--- config.mk ---
export PLATFORM = sky130hd
export DESIGN_NAME = lic_line_ctrl
export DESIGN_NICKNAME = d
export VERILOG_FILES = /design/src/lic_line_ctrl.v
export VERILOG_INCLUDE_DIRS = /design/src /design/src/pkg
export SDC_FILE = /design/constraint.sdc
export NUM_CORES = 1
export LEC_CHECK = 0
export ABC_AREA = 1
export BUFFER_PORTS_ARGS = -buffer_cell sky130_fd_sc_hd__buf_4
export CORE_MARGIN = 5
export CORE_UTILIZATION = 60
export CTS_BUF_LIST = sky130_fd_sc_hd__clkbuf_16
export CTS_CLUSTER_DIAMETER = 50
export DETAILED_ROUTE_END_ITERATION = 12
export HOLD_SLACK_MARGIN = 0.08
export PLACE_DENSITY = 0.82
export SLEW_MARGIN = 25
export SYNTH_ARGS = -nofsm -noshare
export SYNTH_HDL_FRONTEND = slang
export SYNTH_SLANG_ARGS = --single-unit
--- constraint.sdc ---
create_clock -name ref_clk -period 3.9 [get_ports ref_clk]
set_input_delay 0.39 -clock ref_clk [delete_from_list [all_inputs] [get_ports ref_clk]]
set_output_delay 0.39 -clock ref_clk [all_outputs]
set_load 0.01 [all_outputs]
--- src/pkg/lic_map.vh ---
// Purpose: constants for the line interface host control block
// Assumes: ref_clk at 250 MHz, serial port clocked from the host
// Notes: status code fields are given as read-back bits [7:5]
// Notes on behaviour
// - control byte: length select bits 2..4, remote loop 5, local loop 6, all-ones 7
// - writing a one to a clear bit releases the interrupt; reads do not
// - while a clear bit is one, that source raises no interrupt
// - a write setting a clear bit also resets status code bits 5..7
// - writing zero to a clear bit re-enables that source
// - read-back gives driver failure at bit 1 and length select at 2..4
// - bits 5..7 encode config or changed-state conditions as listed
// - serial output is high impedance whenever it is not sending
// - edge select picks receive data edge and serial output edge
// - open-drain interrupt asserts on a state change of either alarm
// - serial input bits are captured on serial clock rising edge
// - local loop routes transmit clock and data to receive outputs
// - remote loop retransmits recovered signal and ignores all-ones
// - both loop controls high for 200 ns or more requests a reset
// - three-level mode input selects host, hardware or extended mode
// - extended mode ignores control pins while the pin gate is high
// - receive decoder select: low zero-substitution, high plain AMI
// - transmit encoder select: low zero-substitution, high plain AMI
// - all-ones sends marks at alternate clock rate; off if clock grounded
// - extended mode gives NRZ receive data valid on falling clock edge
// - write data follows in the eight clocks after the command byte
// - any reset clears all register bits and forces loss-of-signal high
`ifndef LIC_MAP_VH
`define LIC_MAP_VH
`define LIC_REF_CLK_PERIOD_NS 4
`define LIC_RST_REQ_NS        200
`define LIC_RST_REQ_CYC       ((`LIC_RST_REQ_NS + `LIC_REF_CLK_PERIOD_NS - 1) / `LIC_REF_CLK_PERIOD_NS)
`define LIC_CTRL_RESET        8'h00
`define LIC_BIT_SIGNAL_LOSS_CLEAR       0
`define LIC_BIT_DRIVER_FAIL_CLEAR       1
`define LIC_BIT_LEN_LO        2
`define LIC_BIT_LEN_HI        4
`define LIC_BIT_REMOTE_LOOP_REQ         5
`define LIC_BIT_LOCAL_LOOP_REQ         6
`define LIC_BIT_ALL_ONES_TX_REQ          7
`define LIC_CMD_ADDR          5'h10
`define LIC_CODE_NONE         3'h0
`define LIC_CODE_ALL_ONES_TX_REQ         3'h4
`define LIC_CODE_LOCAL_LOOP_REQ        3'h2
`define LIC_CODE_ALL_ONES_TX_REQ_LOCAL_LOOP_REQ   3'h6
`define LIC_CODE_REMOTE_LOOP_REQ        3'h1
`define LIC_CODE_DPM_CHG      3'h5
`define LIC_CODE_LOS_CHG      3'h3
`define LIC_CODE_BOTH_CHG     3'h7
`define LIC_CNT_CMD_LAST      5'h07
`define LIC_CNT_DATA_FIRST    5'h08
`define LIC_CNT_DATA_LAST     5'h0f
`define LIC_CNT_DONE          5'h10
`define LIC_MODE_HOST         2'h1
`define LIC_MODE_HW           2'h0
`define LIC_MODE_EXT          2'h2
`endif

--- src/lic_line_ctrl.v ---
// Purpose: serial control register, alarms and loop routing of a line interface
// Assumes: every pin input other than rst_b is asynchronous to ref_clk and is synchronised here
// Notes: codec, clock recovery and alarm detectors sit outside; sclk must be well below ref_clk/4
`timescale 1ns/1ns
`default_nettype none
`include "lic_map.vh"
module lic_line_ctrl (
  input  wire       ref_clk,
  input  wire       rst_b,
  input  wire       sclk,
  input  wire       cs_n,
  input  wire       port_data_in,
  output reg        port_data_out,
  output reg        port_data_out_oe,
  output reg        int_n_out,
  output reg        int_n_oe,
  input  wire       edge_select,
  input  wire       mode_high,
  input  wire       mode_low,
  input  wire       pin_gate_n,
  input  wire [2:0] pin_line_length_sel,
  input  wire       pin_remote_loop_req,
  input  wire       pin_local_loop_req,
  input  wire       pin_all_ones_tx_req,
  input  wire       pin_rx_decoder_sel,
  input  wire       pin_tx_encoder_sel,
  input  wire       alt_ref_clock,
  input  wire       alt_clock_grounded,
  input  wire       signal_loss_det,
  input  wire       driver_fail_det,
  input  wire       tx_clk_in,
  input  wire       tx_pos_data,
  input  wire       tx_neg_data,
  input  wire       rec_clk_in,
  input  wire       rec_pos_in,
  input  wire       rec_neg_in,
  output reg        line_tx_clk,
  output reg        line_tx_pos,
  output reg        line_tx_neg,
  output reg        rx_clk_out,
  output reg        rx_pos_data,
  output reg        rx_neg_data,
  output reg        signal_loss_flag,
  output reg        driver_fail_flag,
  output reg  [2:0] line_length_sel,
  output reg        rx_decoder_sel,
  output reg        tx_encoder_sel,
  output reg  [1:0] mode_sel
);
  localparam NSYNC = 25;
  localparam I_SCLK = 0;
  localparam I_CSN = 1;
  localparam I_SDI = 2;
  localparam I_TXC = 3;
  localparam I_TXP = 4;
  localparam I_TXN = 5;
  localparam I_RCC = 6;
  localparam I_RCP = 7;
  localparam I_RCN = 8;
  localparam I_ALT = 9;
  localparam I_LOS = 10;
  localparam I_DPM = 11;
  localparam I_EDGE_SELECT = 12;
  localparam I_MHI = 13;
  localparam I_MLO = 14;
  localparam I_GATE = 15;
  localparam I_LEN = 16;
  localparam I_RLP = 19;
  localparam I_LLP = 20;
  localparam I_AOS = 21;
  localparam I_RCD = 22;
  localparam I_TCD = 23;
  localparam I_AGND = 24;
  localparam [31:0] RST_REQ_ALL = `LIC_RST_REQ_CYC;
  localparam [5:0]  RST_REQ_CYC = RST_REQ_ALL[5:0];
  // sync chain resets to idle pin levels: chip select high and loss high,
  // so leaving reset shows neither a false select edge nor a false alarm change
  localparam [NSYNC-1:0] SYNC_IDLE = (25'h000_0001 << I_CSN) | (25'h000_0001 << I_LOS);

  // status code, priority to pending changes over configuration
  function [2:0] lic_code;
    input pend_los;
    input pend_dpm;
    input remote_loop_req;
    input local_loop_req;
    input all_ones_tx_req;
    begin
      if (pend_los && pend_dpm) lic_code = `LIC_CODE_BOTH_CHG;
      else if (pend_los) lic_code = `LIC_CODE_LOS_CHG;
      else if (pend_dpm) lic_code = `LIC_CODE_DPM_CHG;
      else if (remote_loop_req) lic_code = `LIC_CODE_REMOTE_LOOP_REQ;
      else if (local_loop_req && all_ones_tx_req) lic_code = `LIC_CODE_ALL_ONES_TX_REQ_LOCAL_LOOP_REQ;
      else if (local_loop_req) lic_code = `LIC_CODE_LOCAL_LOOP_REQ;
      else if (all_ones_tx_req) lic_code = `LIC_CODE_ALL_ONES_TX_REQ;
      else lic_code = `LIC_CODE_NONE;
    end
  endfunction

  wire [NSYNC-1:0] async_in = {alt_clock_grounded, pin_tx_encoder_sel, pin_rx_decoder_sel,
                               pin_all_ones_tx_req, pin_local_loop_req, pin_remote_loop_req,
                               pin_line_length_sel, pin_gate_n, mode_low, mode_high,
                               edge_select, driver_fail_det, signal_loss_det, alt_ref_clock,
                               rec_neg_in, rec_pos_in, rec_clk_in, tx_neg_data, tx_pos_data,
                               tx_clk_in, port_data_in, cs_n, sclk};
  reg  [NSYNC-1:0] sync1_ff;
  reg  [NSYNC-1:0] sync2_ff;
  reg  [NSYNC-1:0] prev_ff;
  reg  [7:0]       ctrl_ff;
  reg  [7:0]       cmd_ff;
  reg  [7:0]       wdat_ff;
  reg  [7:0]       snap_ff;
  reg  [4:0]       cnt_ff;
  reg              active_ff;
  reg              rd_go_ff;
  reg              pend_los_ff;
  reg              pend_dpm_ff;
  reg  [7:0]       pin_cfg_ff;
  reg  [5:0]       req_cnt_ff;
  reg              req_armed_ff;
  reg              ao_pol_ff;
  reg              los_seen_ff;
  reg              dpm_seen_ff;

  wire [NSYNC-1:0] s = sync2_ff;
  wire sclk_rise = s[I_SCLK] & ~prev_ff[I_SCLK];
  wire sclk_fall = ~s[I_SCLK] & prev_ff[I_SCLK];
  wire cs_fall   = ~s[I_CSN] & prev_ff[I_CSN];

  // mode from the three-level comparator pair
  wire [1:0] mode = s[I_MHI] ? `LIC_MODE_HOST :
                    s[I_MLO] ? `LIC_MODE_HW : `LIC_MODE_EXT;
  wire is_host = (mode == `LIC_MODE_HOST);
  wire is_ext  = (mode == `LIC_MODE_EXT);

  // serial framing
  wire       take_bit = active_ff & sclk_rise & (cnt_ff < `LIC_CNT_DONE);
  wire [7:0] cmd_full = {s[I_SDI], cmd_ff[6:0]};
  wire       cmd_done = take_bit & (cnt_ff == `LIC_CNT_CMD_LAST);
  wire       cmd_hit  = (cmd_full[5:1] == `LIC_CMD_ADDR) & ~cmd_full[6];
  wire [7:0] wbyte    = {s[I_SDI], wdat_ff[6:0]};
  wire       commit   = take_bit & (cnt_ff == `LIC_CNT_DATA_LAST) & active_ff &
                        ~rd_go_ff & (cmd_ff[5:1] == `LIC_CMD_ADDR) & ~cmd_ff[6]
                        & ~cmd_ff[0] & is_host;
  wire       host_rst = commit & wbyte[`LIC_BIT_REMOTE_LOOP_REQ] & wbyte[`LIC_BIT_LOCAL_LOOP_REQ];

  // pin reset request: qualify length, fire on release
  wire pin_req  = ~is_host & s[I_RLP] & s[I_LLP];
  wire pin_rst  = req_armed_ff & ~pin_req;
  wire soft_rst = host_rst | pin_rst;

  // effective configuration
  wire [7:0] cfg      = is_host ? ctrl_ff : pin_cfg_ff;
  wire       remote_loop_req    = cfg[`LIC_BIT_REMOTE_LOOP_REQ];
  wire       local_loop_req    = cfg[`LIC_BIT_LOCAL_LOOP_REQ] & ~remote_loop_req;
  wire       ao_avail = ~s[I_AGND];
  wire       all_ones_tx_req_eff = cfg[`LIC_BIT_ALL_ONES_TX_REQ] & ~remote_loop_req & ao_avail;
  wire [7:0] pin_now  = {s[I_AOS], s[I_LLP], s[I_RLP], s[I_LEN+2:I_LEN], s[I_TCD], s[I_RCD]};

  // alarm changes
  wire los_chg = s[I_LOS] ^ los_seen_ff;
  wire dpm_chg = s[I_DPM] ^ dpm_seen_ff;
  wire signal_loss_clear = commit & wbyte[`LIC_BIT_SIGNAL_LOSS_CLEAR];
  wire driver_fail_clear = commit & wbyte[`LIC_BIT_DRIVER_FAIL_CLEAR];
  wire sup_los = ctrl_ff[`LIC_BIT_SIGNAL_LOSS_CLEAR] | signal_loss_clear;
  wire sup_dpm = ctrl_ff[`LIC_BIT_DRIVER_FAIL_CLEAR] | driver_fail_clear;

  wire [2:0] code = lic_code(pend_los_ff, pend_dpm_ff, remote_loop_req, local_loop_req, cfg[`LIC_BIT_ALL_ONES_TX_REQ]);
  wire [7:0] status = {code, ctrl_ff[`LIC_BIT_LEN_HI:`LIC_BIT_LEN_LO],
                       driver_fail_flag, signal_loss_flag};
  wire [4:0] rd_idx = cnt_ff - `LIC_CNT_DATA_FIRST;
  wire       rd_win = rd_go_ff & (cnt_ff >= `LIC_CNT_DATA_FIRST) & (cnt_ff <= `LIC_CNT_DATA_LAST);

  // receive side sources
  wire rsrc_clk  = local_loop_req ? s[I_TXC] : s[I_RCC];
  wire rsrc_prev = local_loop_req ? prev_ff[I_TXC] : prev_ff[I_RCC];
  wire rsrc_pos  = local_loop_req ? s[I_TXP] : s[I_RCP];
  wire rsrc_neg  = local_loop_req ? s[I_TXN] : s[I_RCN];
  // host picks the edge; hardware valid on rise, extended valid on fall
  wire upd_rise  = is_host ? s[I_EDGE_SELECT] : is_ext;
  wire rsrc_edge = upd_rise ? (rsrc_clk & ~rsrc_prev) : (~rsrc_clk & rsrc_prev);
  wire alt_rise  = s[I_ALT] & ~prev_ff[I_ALT];
  wire rec_rise  = s[I_RCC] & ~prev_ff[I_RCC];
  wire txc_fall  = ~s[I_TXC] & prev_ff[I_TXC];

  // prev_ff gives one cycle of history to every edge detector
  always @(posedge ref_clk) begin
    if (!rst_b) begin
      sync1_ff <= SYNC_IDLE;
      sync2_ff <= SYNC_IDLE;
      prev_ff  <= SYNC_IDLE;
    end else begin
      sync1_ff <= async_in;
      sync2_ff <= sync1_ff;
      prev_ff  <= sync2_ff;
    end
  end

  // serial port and register
  always @(posedge ref_clk) begin
    if (!rst_b) begin
      active_ff <= 1'b0;
      cnt_ff    <= 5'h00;
      cmd_ff    <= 8'h00;
      wdat_ff   <= 8'h00;
      snap_ff   <= 8'h00;
      rd_go_ff  <= 1'b0;
      ctrl_ff   <= `LIC_CTRL_RESET;
      port_data_out    <= 1'b0;
      port_data_out_oe <= 1'b0;
    end else begin
      if (cs_fall) begin
        active_ff <= 1'b1;
        cnt_ff    <= 5'h00;
        rd_go_ff  <= 1'b0;
      end else if (s[I_CSN]) begin
        active_ff <= 1'b0;
      end else if (take_bit) begin
        cnt_ff <= cnt_ff + 5'h01;
        if (cnt_ff < `LIC_CNT_DATA_FIRST)
          cmd_ff[cnt_ff[2:0]] <= s[I_SDI];
        else
          wdat_ff[cnt_ff[2:0]] <= s[I_SDI];
        if (cmd_done) begin
          rd_go_ff <= cmd_full[0] & cmd_hit & is_host;
          snap_ff  <= status;
        end
      end
      if (soft_rst)
        ctrl_ff <= `LIC_CTRL_RESET;
      else if (commit)
        ctrl_ff <= wbyte;
      // output only in the read window, otherwise released
      if (s[I_CSN] || !active_ff || !rd_go_ff) begin
        port_data_out_oe <= 1'b0;
      end else if (s[I_EDGE_SELECT] ? sclk_fall : sclk_rise) begin
        if (rd_win) begin
          port_data_out    <= snap_ff[rd_idx[2:0]];
          port_data_out_oe <= 1'b1;
        end else if (cnt_ff >= `LIC_CNT_DONE) begin
          port_data_out_oe <= 1'b0;
        end
      end
    end
  end

  // alarms, interrupt and pin control capture
  always @(posedge ref_clk) begin
    if (!rst_b) begin
      pend_los_ff      <= 1'b0;
      pend_dpm_ff      <= 1'b0;
      los_seen_ff      <= 1'b1;
      dpm_seen_ff      <= 1'b0;
      signal_loss_flag <= 1'b1;
      driver_fail_flag <= 1'b0;
      int_n_out        <= 1'b0;
      int_n_oe         <= 1'b0;
      pin_cfg_ff       <= `LIC_CTRL_RESET;
      req_cnt_ff       <= 6'h00;
      req_armed_ff     <= 1'b0;
      mode_sel         <= `LIC_MODE_HW;
      line_length_sel  <= 3'h0;
      rx_decoder_sel   <= 1'b0;
      tx_encoder_sel   <= 1'b0;
    end else begin
      los_seen_ff      <= s[I_LOS];
      dpm_seen_ff      <= s[I_DPM];
      signal_loss_flag <= soft_rst | s[I_LOS];
      driver_fail_flag <= s[I_DPM];
      // a change and its clear in one cycle: the change is suppressed by that clear
      if (soft_rst)
        pend_los_ff <= 1'b0;
      else if (is_host && los_chg && !sup_los)
        pend_los_ff <= 1'b1;
      else if (signal_loss_clear)
        pend_los_ff <= 1'b0;
      if (soft_rst)
        pend_dpm_ff <= 1'b0;
      else if (is_host && dpm_chg && !sup_dpm)
        pend_dpm_ff <= 1'b1;
      else if (driver_fail_clear)
        pend_dpm_ff <= 1'b0;
      int_n_oe <= is_host & (pend_los_ff | pend_dpm_ff);
      if (soft_rst)
        pin_cfg_ff <= `LIC_CTRL_RESET;
      else if (!is_ext || !s[I_GATE])
        pin_cfg_ff <= pin_now;
      if (pin_req) begin
        if (req_cnt_ff != RST_REQ_CYC)
          req_cnt_ff <= req_cnt_ff + 6'h01;
        else
          req_armed_ff <= 1'b1;
      end else begin
        req_cnt_ff   <= 6'h00;
        req_armed_ff <= 1'b0;
      end
      mode_sel        <= mode;
      line_length_sel <= cfg[`LIC_BIT_LEN_HI:`LIC_BIT_LEN_LO];
      // pin bits 0,1 carry the code selects; host mode always uses plain AMI pins
      rx_decoder_sel  <= is_ext ? cfg[0] : 1'b1;
      tx_encoder_sel  <= is_ext ? cfg[1] : 1'b1;
    end
  end

  // line datapath
  always @(posedge ref_clk) begin
    if (!rst_b) begin
      line_tx_clk <= 1'b0;
      line_tx_pos <= 1'b0;
      line_tx_neg <= 1'b0;
      rx_clk_out  <= 1'b0;
      rx_pos_data <= 1'b0;
      rx_neg_data <= 1'b0;
      ao_pol_ff   <= 1'b0;
    end else begin
      rx_clk_out <= rsrc_clk;
      if (rsrc_edge) begin
        rx_pos_data <= is_ext ? (rsrc_pos | rsrc_neg) : rsrc_pos;
        rx_neg_data <= is_ext ? 1'b0 : rsrc_neg;
      end
      if (remote_loop_req) begin
        line_tx_clk <= s[I_RCC];
        if (rec_rise) begin
          line_tx_pos <= s[I_RCP];
          line_tx_neg <= s[I_RCN];
        end
      end else if (all_ones_tx_req_eff) begin
        line_tx_clk <= s[I_ALT];
        if (alt_rise) begin
          ao_pol_ff   <= ~ao_pol_ff;
          line_tx_pos <= ao_pol_ff;
          line_tx_neg <= ~ao_pol_ff;
        end
      end else begin
        line_tx_clk <= s[I_TXC];
        if (txc_fall) begin
          line_tx_pos <= s[I_TXP];
          line_tx_neg <= s[I_TXN];
        end
      end
    end
  end
endmodule // lic_line_ctrl
`default_nettype wire

==> results <==
- The worst hold path passes through 3 cells.
- The post-place setup slack is 1240 ps.
- The worst register-to-register path has a setup slack of 1190 ps.
- For this design the static power due to leakage is 2.93 nW.
- STA puts the critical path data required time at 4150 ps.
- Of all nets on the critical path, the largest fanout is 18.
- The height of the chip is 102 microns.
- In the routed design, unresolved DRC markers number 0.
- The initial antenna violation count is 0.
- The post-CTS repair timing setup buffer count is 0.
- The final critical-path required period is 2710 ps.
- The number of gates given a new drive strength after cts is 0.
- The initial core utilization is 62.0%.
- The CTS tree is built.
- The worst path setup slack after routing is 1190 ps.
- The number of clock buffers inserted by TritonCTS is 17.
- The width of the die is 102 microns.
- The leftover overflow at the end of global routing is 0.
- Dividing total power by cell area gives a power density of 495 nW/um^2.
- The number of pins with negative max-slew slack in the final report came to 0.
- The number of detailed-routing iterations run before antenna repair is 5.
- The count of nets left with antenna violations once routing finished came out at 0.
- The cell count after synthesis came out at 684.
- The run finished with clean final reports.
- The final non-filler cell total is 845.
- After detailed routing, the total wire length is 10700 microns.
- The worst hold path startpoint is alt_ref_clock.
- Summing every instance area after synthesis gives 5120 sq um.
- For this run, the top clock speed supported by timing is 369 MHz.
- At the end of the flow the core is filled with cells to 73.1%.
- The kind of end point of the critical path is a flop.
- The number of H-tree branching levels is 4.
- The floorplan has 33 rows.
- At the pin with the least slew margin, the transition time is 925 ps.
- dfxtp_1 takes more of the synthesized area than any other cell.
- The max-cap check violation count is 0.
- The number of filler cells placed in the layout is 625.
- The total area inside the core boundary comes to 8260 sq um.
- In this run the critical register-to-register path is launched from cnt_ff[0]$_SDFFE_PP0P_.
- The area of the die is 10500 sq um.
- Detailed placement finished with a half-perimeter wire length of 7050 microns.
- The path class of the lowest-slack min-delay path is primary input to flop.
- The worst pin sits at a relative slew slack of 38.3%.
- The end of the worst hold path is sync1_ff[9]$_SDFF_PN0_.
- The most common cell after layout, fill and taps aside is nand2_1.
- In this run, synthesis produced a sequential element count of 129.
- The portion of the post-synthesis area used by sequential elements is 50.5%.
- The via count is 4276.
- The share of layout cells above drive strength 1 is 15.0%.
- Setup violations remaining at the end of the flow were counted as 0.
- The total placed instance area is 5480 sq um.
- The first global-routing pass estimated 18300 microns of wire.
- The final weighted congestion in routability-driven placement is 0.911.
- The average instance in the mapped netlist occupies 7.48 sq um.
- For the worst-skew pair, the clock arrives at the later sink with an insertion delay of 420 ps.
- STA puts the critical path data arrival time at 2970 ps.
- The part of the cycle the worst path needs is 69.6%.
- Once layout is done, the placed cells without fillers occupy 6040 sq um.
- Counting cells, the worst reg-to-reg path comes to 9.
- The via density per instance is 5.06.
- Overall power consumption after layout is estimated at 2.99 mW.
- The root cell of the clock tree is clkbuf_16.
- The total negative slack is 0 ps.
- The CTS clock-pin slew for the worst setup and hold paths is 70 ps.
- The share of the synthesized area in the top cell type is 50.5%.
- The signed area change from the synthesized netlist to the final layout is 18.0%.
- The critical path is of the flop to flop type.
- The count of buffers inserted at the top-level ports is 44.
- Counting every net in the synthesized netlist gives 716.
- The clock tree skew after final layout is 15.4 ps.
- In this run, the number of DRC markers left after iteration 0 of detailed routing was 258.
- The global routing usage summed across all routing layers is 22.3%.
- In the post-synthesis netlist, the biggest area contributors are dfxtp_1 (50%), nand2_1 (10%), inv_1 (8.9%).
- The synthesized netlist contains 35 unique library cells.
- The number of antenna diodes in the final layout is 0.
- The synthesis warning total is 0.
- Setup repair after global routing left no endpoint under its margin.
- After clock tree synthesis, the flow added hold-fix buffers numbering 0.
- Hold is met by 150 ps.
- In the layout the commonest cells are nand2_1 (142), dfxtp_1 (129), inv_1 (122), nor2_1 (91), o21ai_0 (49).
- 46 I/O pins were placed.
- Entering global routing, the biggest net connects 88 pins.
- The total placed cells including tap cells is 813.
- The via count of the first global-routing pass is 4212.
- The hold violation total from the final report is 0.
- The kind of start point of the critical path is a flop.
- The buffer levels on the longest clock path is 2.
- The worst register-to-register path ends at pin_cfg_ff[7]$_SDFFE_PP0P_.
- The total number of nets in the final design is 759.
- Dividing the detail-routed wire length by the instance count gives 12.7 microns.
- The tree built by TritonCTS fans out to 129 sinks.
- The worst-case IR drop observed on VDD is 0.300 mV.
==> logic make-up after synthesis <==
| group | after synthesis | share of synthesized area, % |
|---|---|---|
| and+or+nand+nor | 325 | 28.5 |
| DFF | 129 | 50.5 |
| adders and majority gates | 5 | 1.22 |
| AOI/OAI and AO/OA | 76 | 7.92 |
| muxes | 2 | 0.440 |
| buffers and inverters | 144 | 11.0 |
| xor gates and xnor gates | 2 | 0.342 |
| other | 1 | 0.0733 |
==> routing by layer <==
layer / share of wire [%] / up-vias / GRT usage (%)
met5: 0 / - / 0
met4: 2.4 / 0 / 9.79
met3: 5.9 / 31 / 6.35
met2: 50 / 140 / 38.5
met1: 42 / 1930 / 25.9
li1: - / 2175 / -
==> cell usage after synthesis, drive strengths merged <==
| master | number |
|---|---|
| nand2 | 145 |
| dfxtp | 129 |
| inv | 123 |
| nor2 | 107 |
| o21ai | 49 |
| nand3 | 37 |
| a21oi | 22 |
| nor3 | 16 |
| clkbuf | 13 |
| or2 | 10 |
| buf | 7 |
| nand4 | 7 |
| ha | 5 |
| mux2 | 2 |
| a211oi | 1 |
| a31oi | 1 |
| and2 | 1 |
| clkinv | 1 |
| conb | 1 |
| nand3b | 1 |
| nor3b | 1 |
| o21a | 1 |
| o21bai | 1 |
| o31ai | 1 |
| xnor2 | 1 |
| xor2 | 1 |
==> how the worst max path moves through the flow <==
| stage | from | to | slack [ps] | depth (start not counted) |
|---|---|---|---|---|
| after floorplan | cnt_ff[1]$_SDFFE_PP0P_ | pend_dpm_ff$_SDFFE_PP0P_ | 1950 | 10 |
| after global placement | cnt_ff[0]$_SDFFE_PP0P_ | pin_cfg_ff[0]$_SDFFE_PP0P_ | 1370 | 9 |
| after detailed placement | cnt_ff[0]$_SDFFE_PP0P_ | pin_cfg_ff[1]$_SDFFE_PP0P_ | 1240 | 9 |
| after CTS | cnt_ff[0]$_SDFFE_PP0P_ | pin_cfg_ff[7]$_SDFFE_PP0P_ | 1180 | 9 |
| after global routing | cnt_ff[0]$_SDFFE_PP0P_ | pin_cfg_ff[7]$_SDFFE_PP0P_ | 980 | 9 |
| final | cnt_ff[0]$_SDFFE_PP0P_ | pin_cfg_ff[7]$_SDFFE_PP0P_ | 1190 | 9 |
==> critical path: stages, from the launching register on <==
cell,delay [ps]
dfxtp_1,580
ha_1,250
nand2_1,90
nor2_1,120
ha_1,230
nand3_4,120
nor2_8,180
nand2_4,130
o31ai_4,770
nor2_1,100
==> sequential cells by signal (all words and copies together) (netlist names), 2 cells and up <==
signal and flops:
cmd_ff 7, cnt_ff 5, ctrl_ff 8, line_length_sel 3, mode_sel 2, pin_cfg_ff 8, prev_ff 5, req_cnt_ff 6
s 25, snap_ff 8, sync1_ff 25, wdat_ff 7
==> where the power goes <==
| part | internal (mW) | total [mW] | switching, mW |
|---|---|---|---|
| clock network | 0.881 | 1.48 | 0.597 |
| registers | 1.36 | 1.37 | 0.0187 |
| logic | 0.0565 | 0.137 | 0.0809 |
| total | 2.29 | 2.99 | 0.696 |
==> cell type report <==
cell class,count,area (sq um),share of cell area (%)
timing repair buffer,44,330,5.47
sequential,129,2580,42.8
inverter,124,465,7.71
tap,105,131,2.18
clock buffer,17,425,7.04
multi-input combinational,411,1970,32.6
clock inverter,15,134,2.22
No activity file was read; power rests on OpenSTA's default activity.
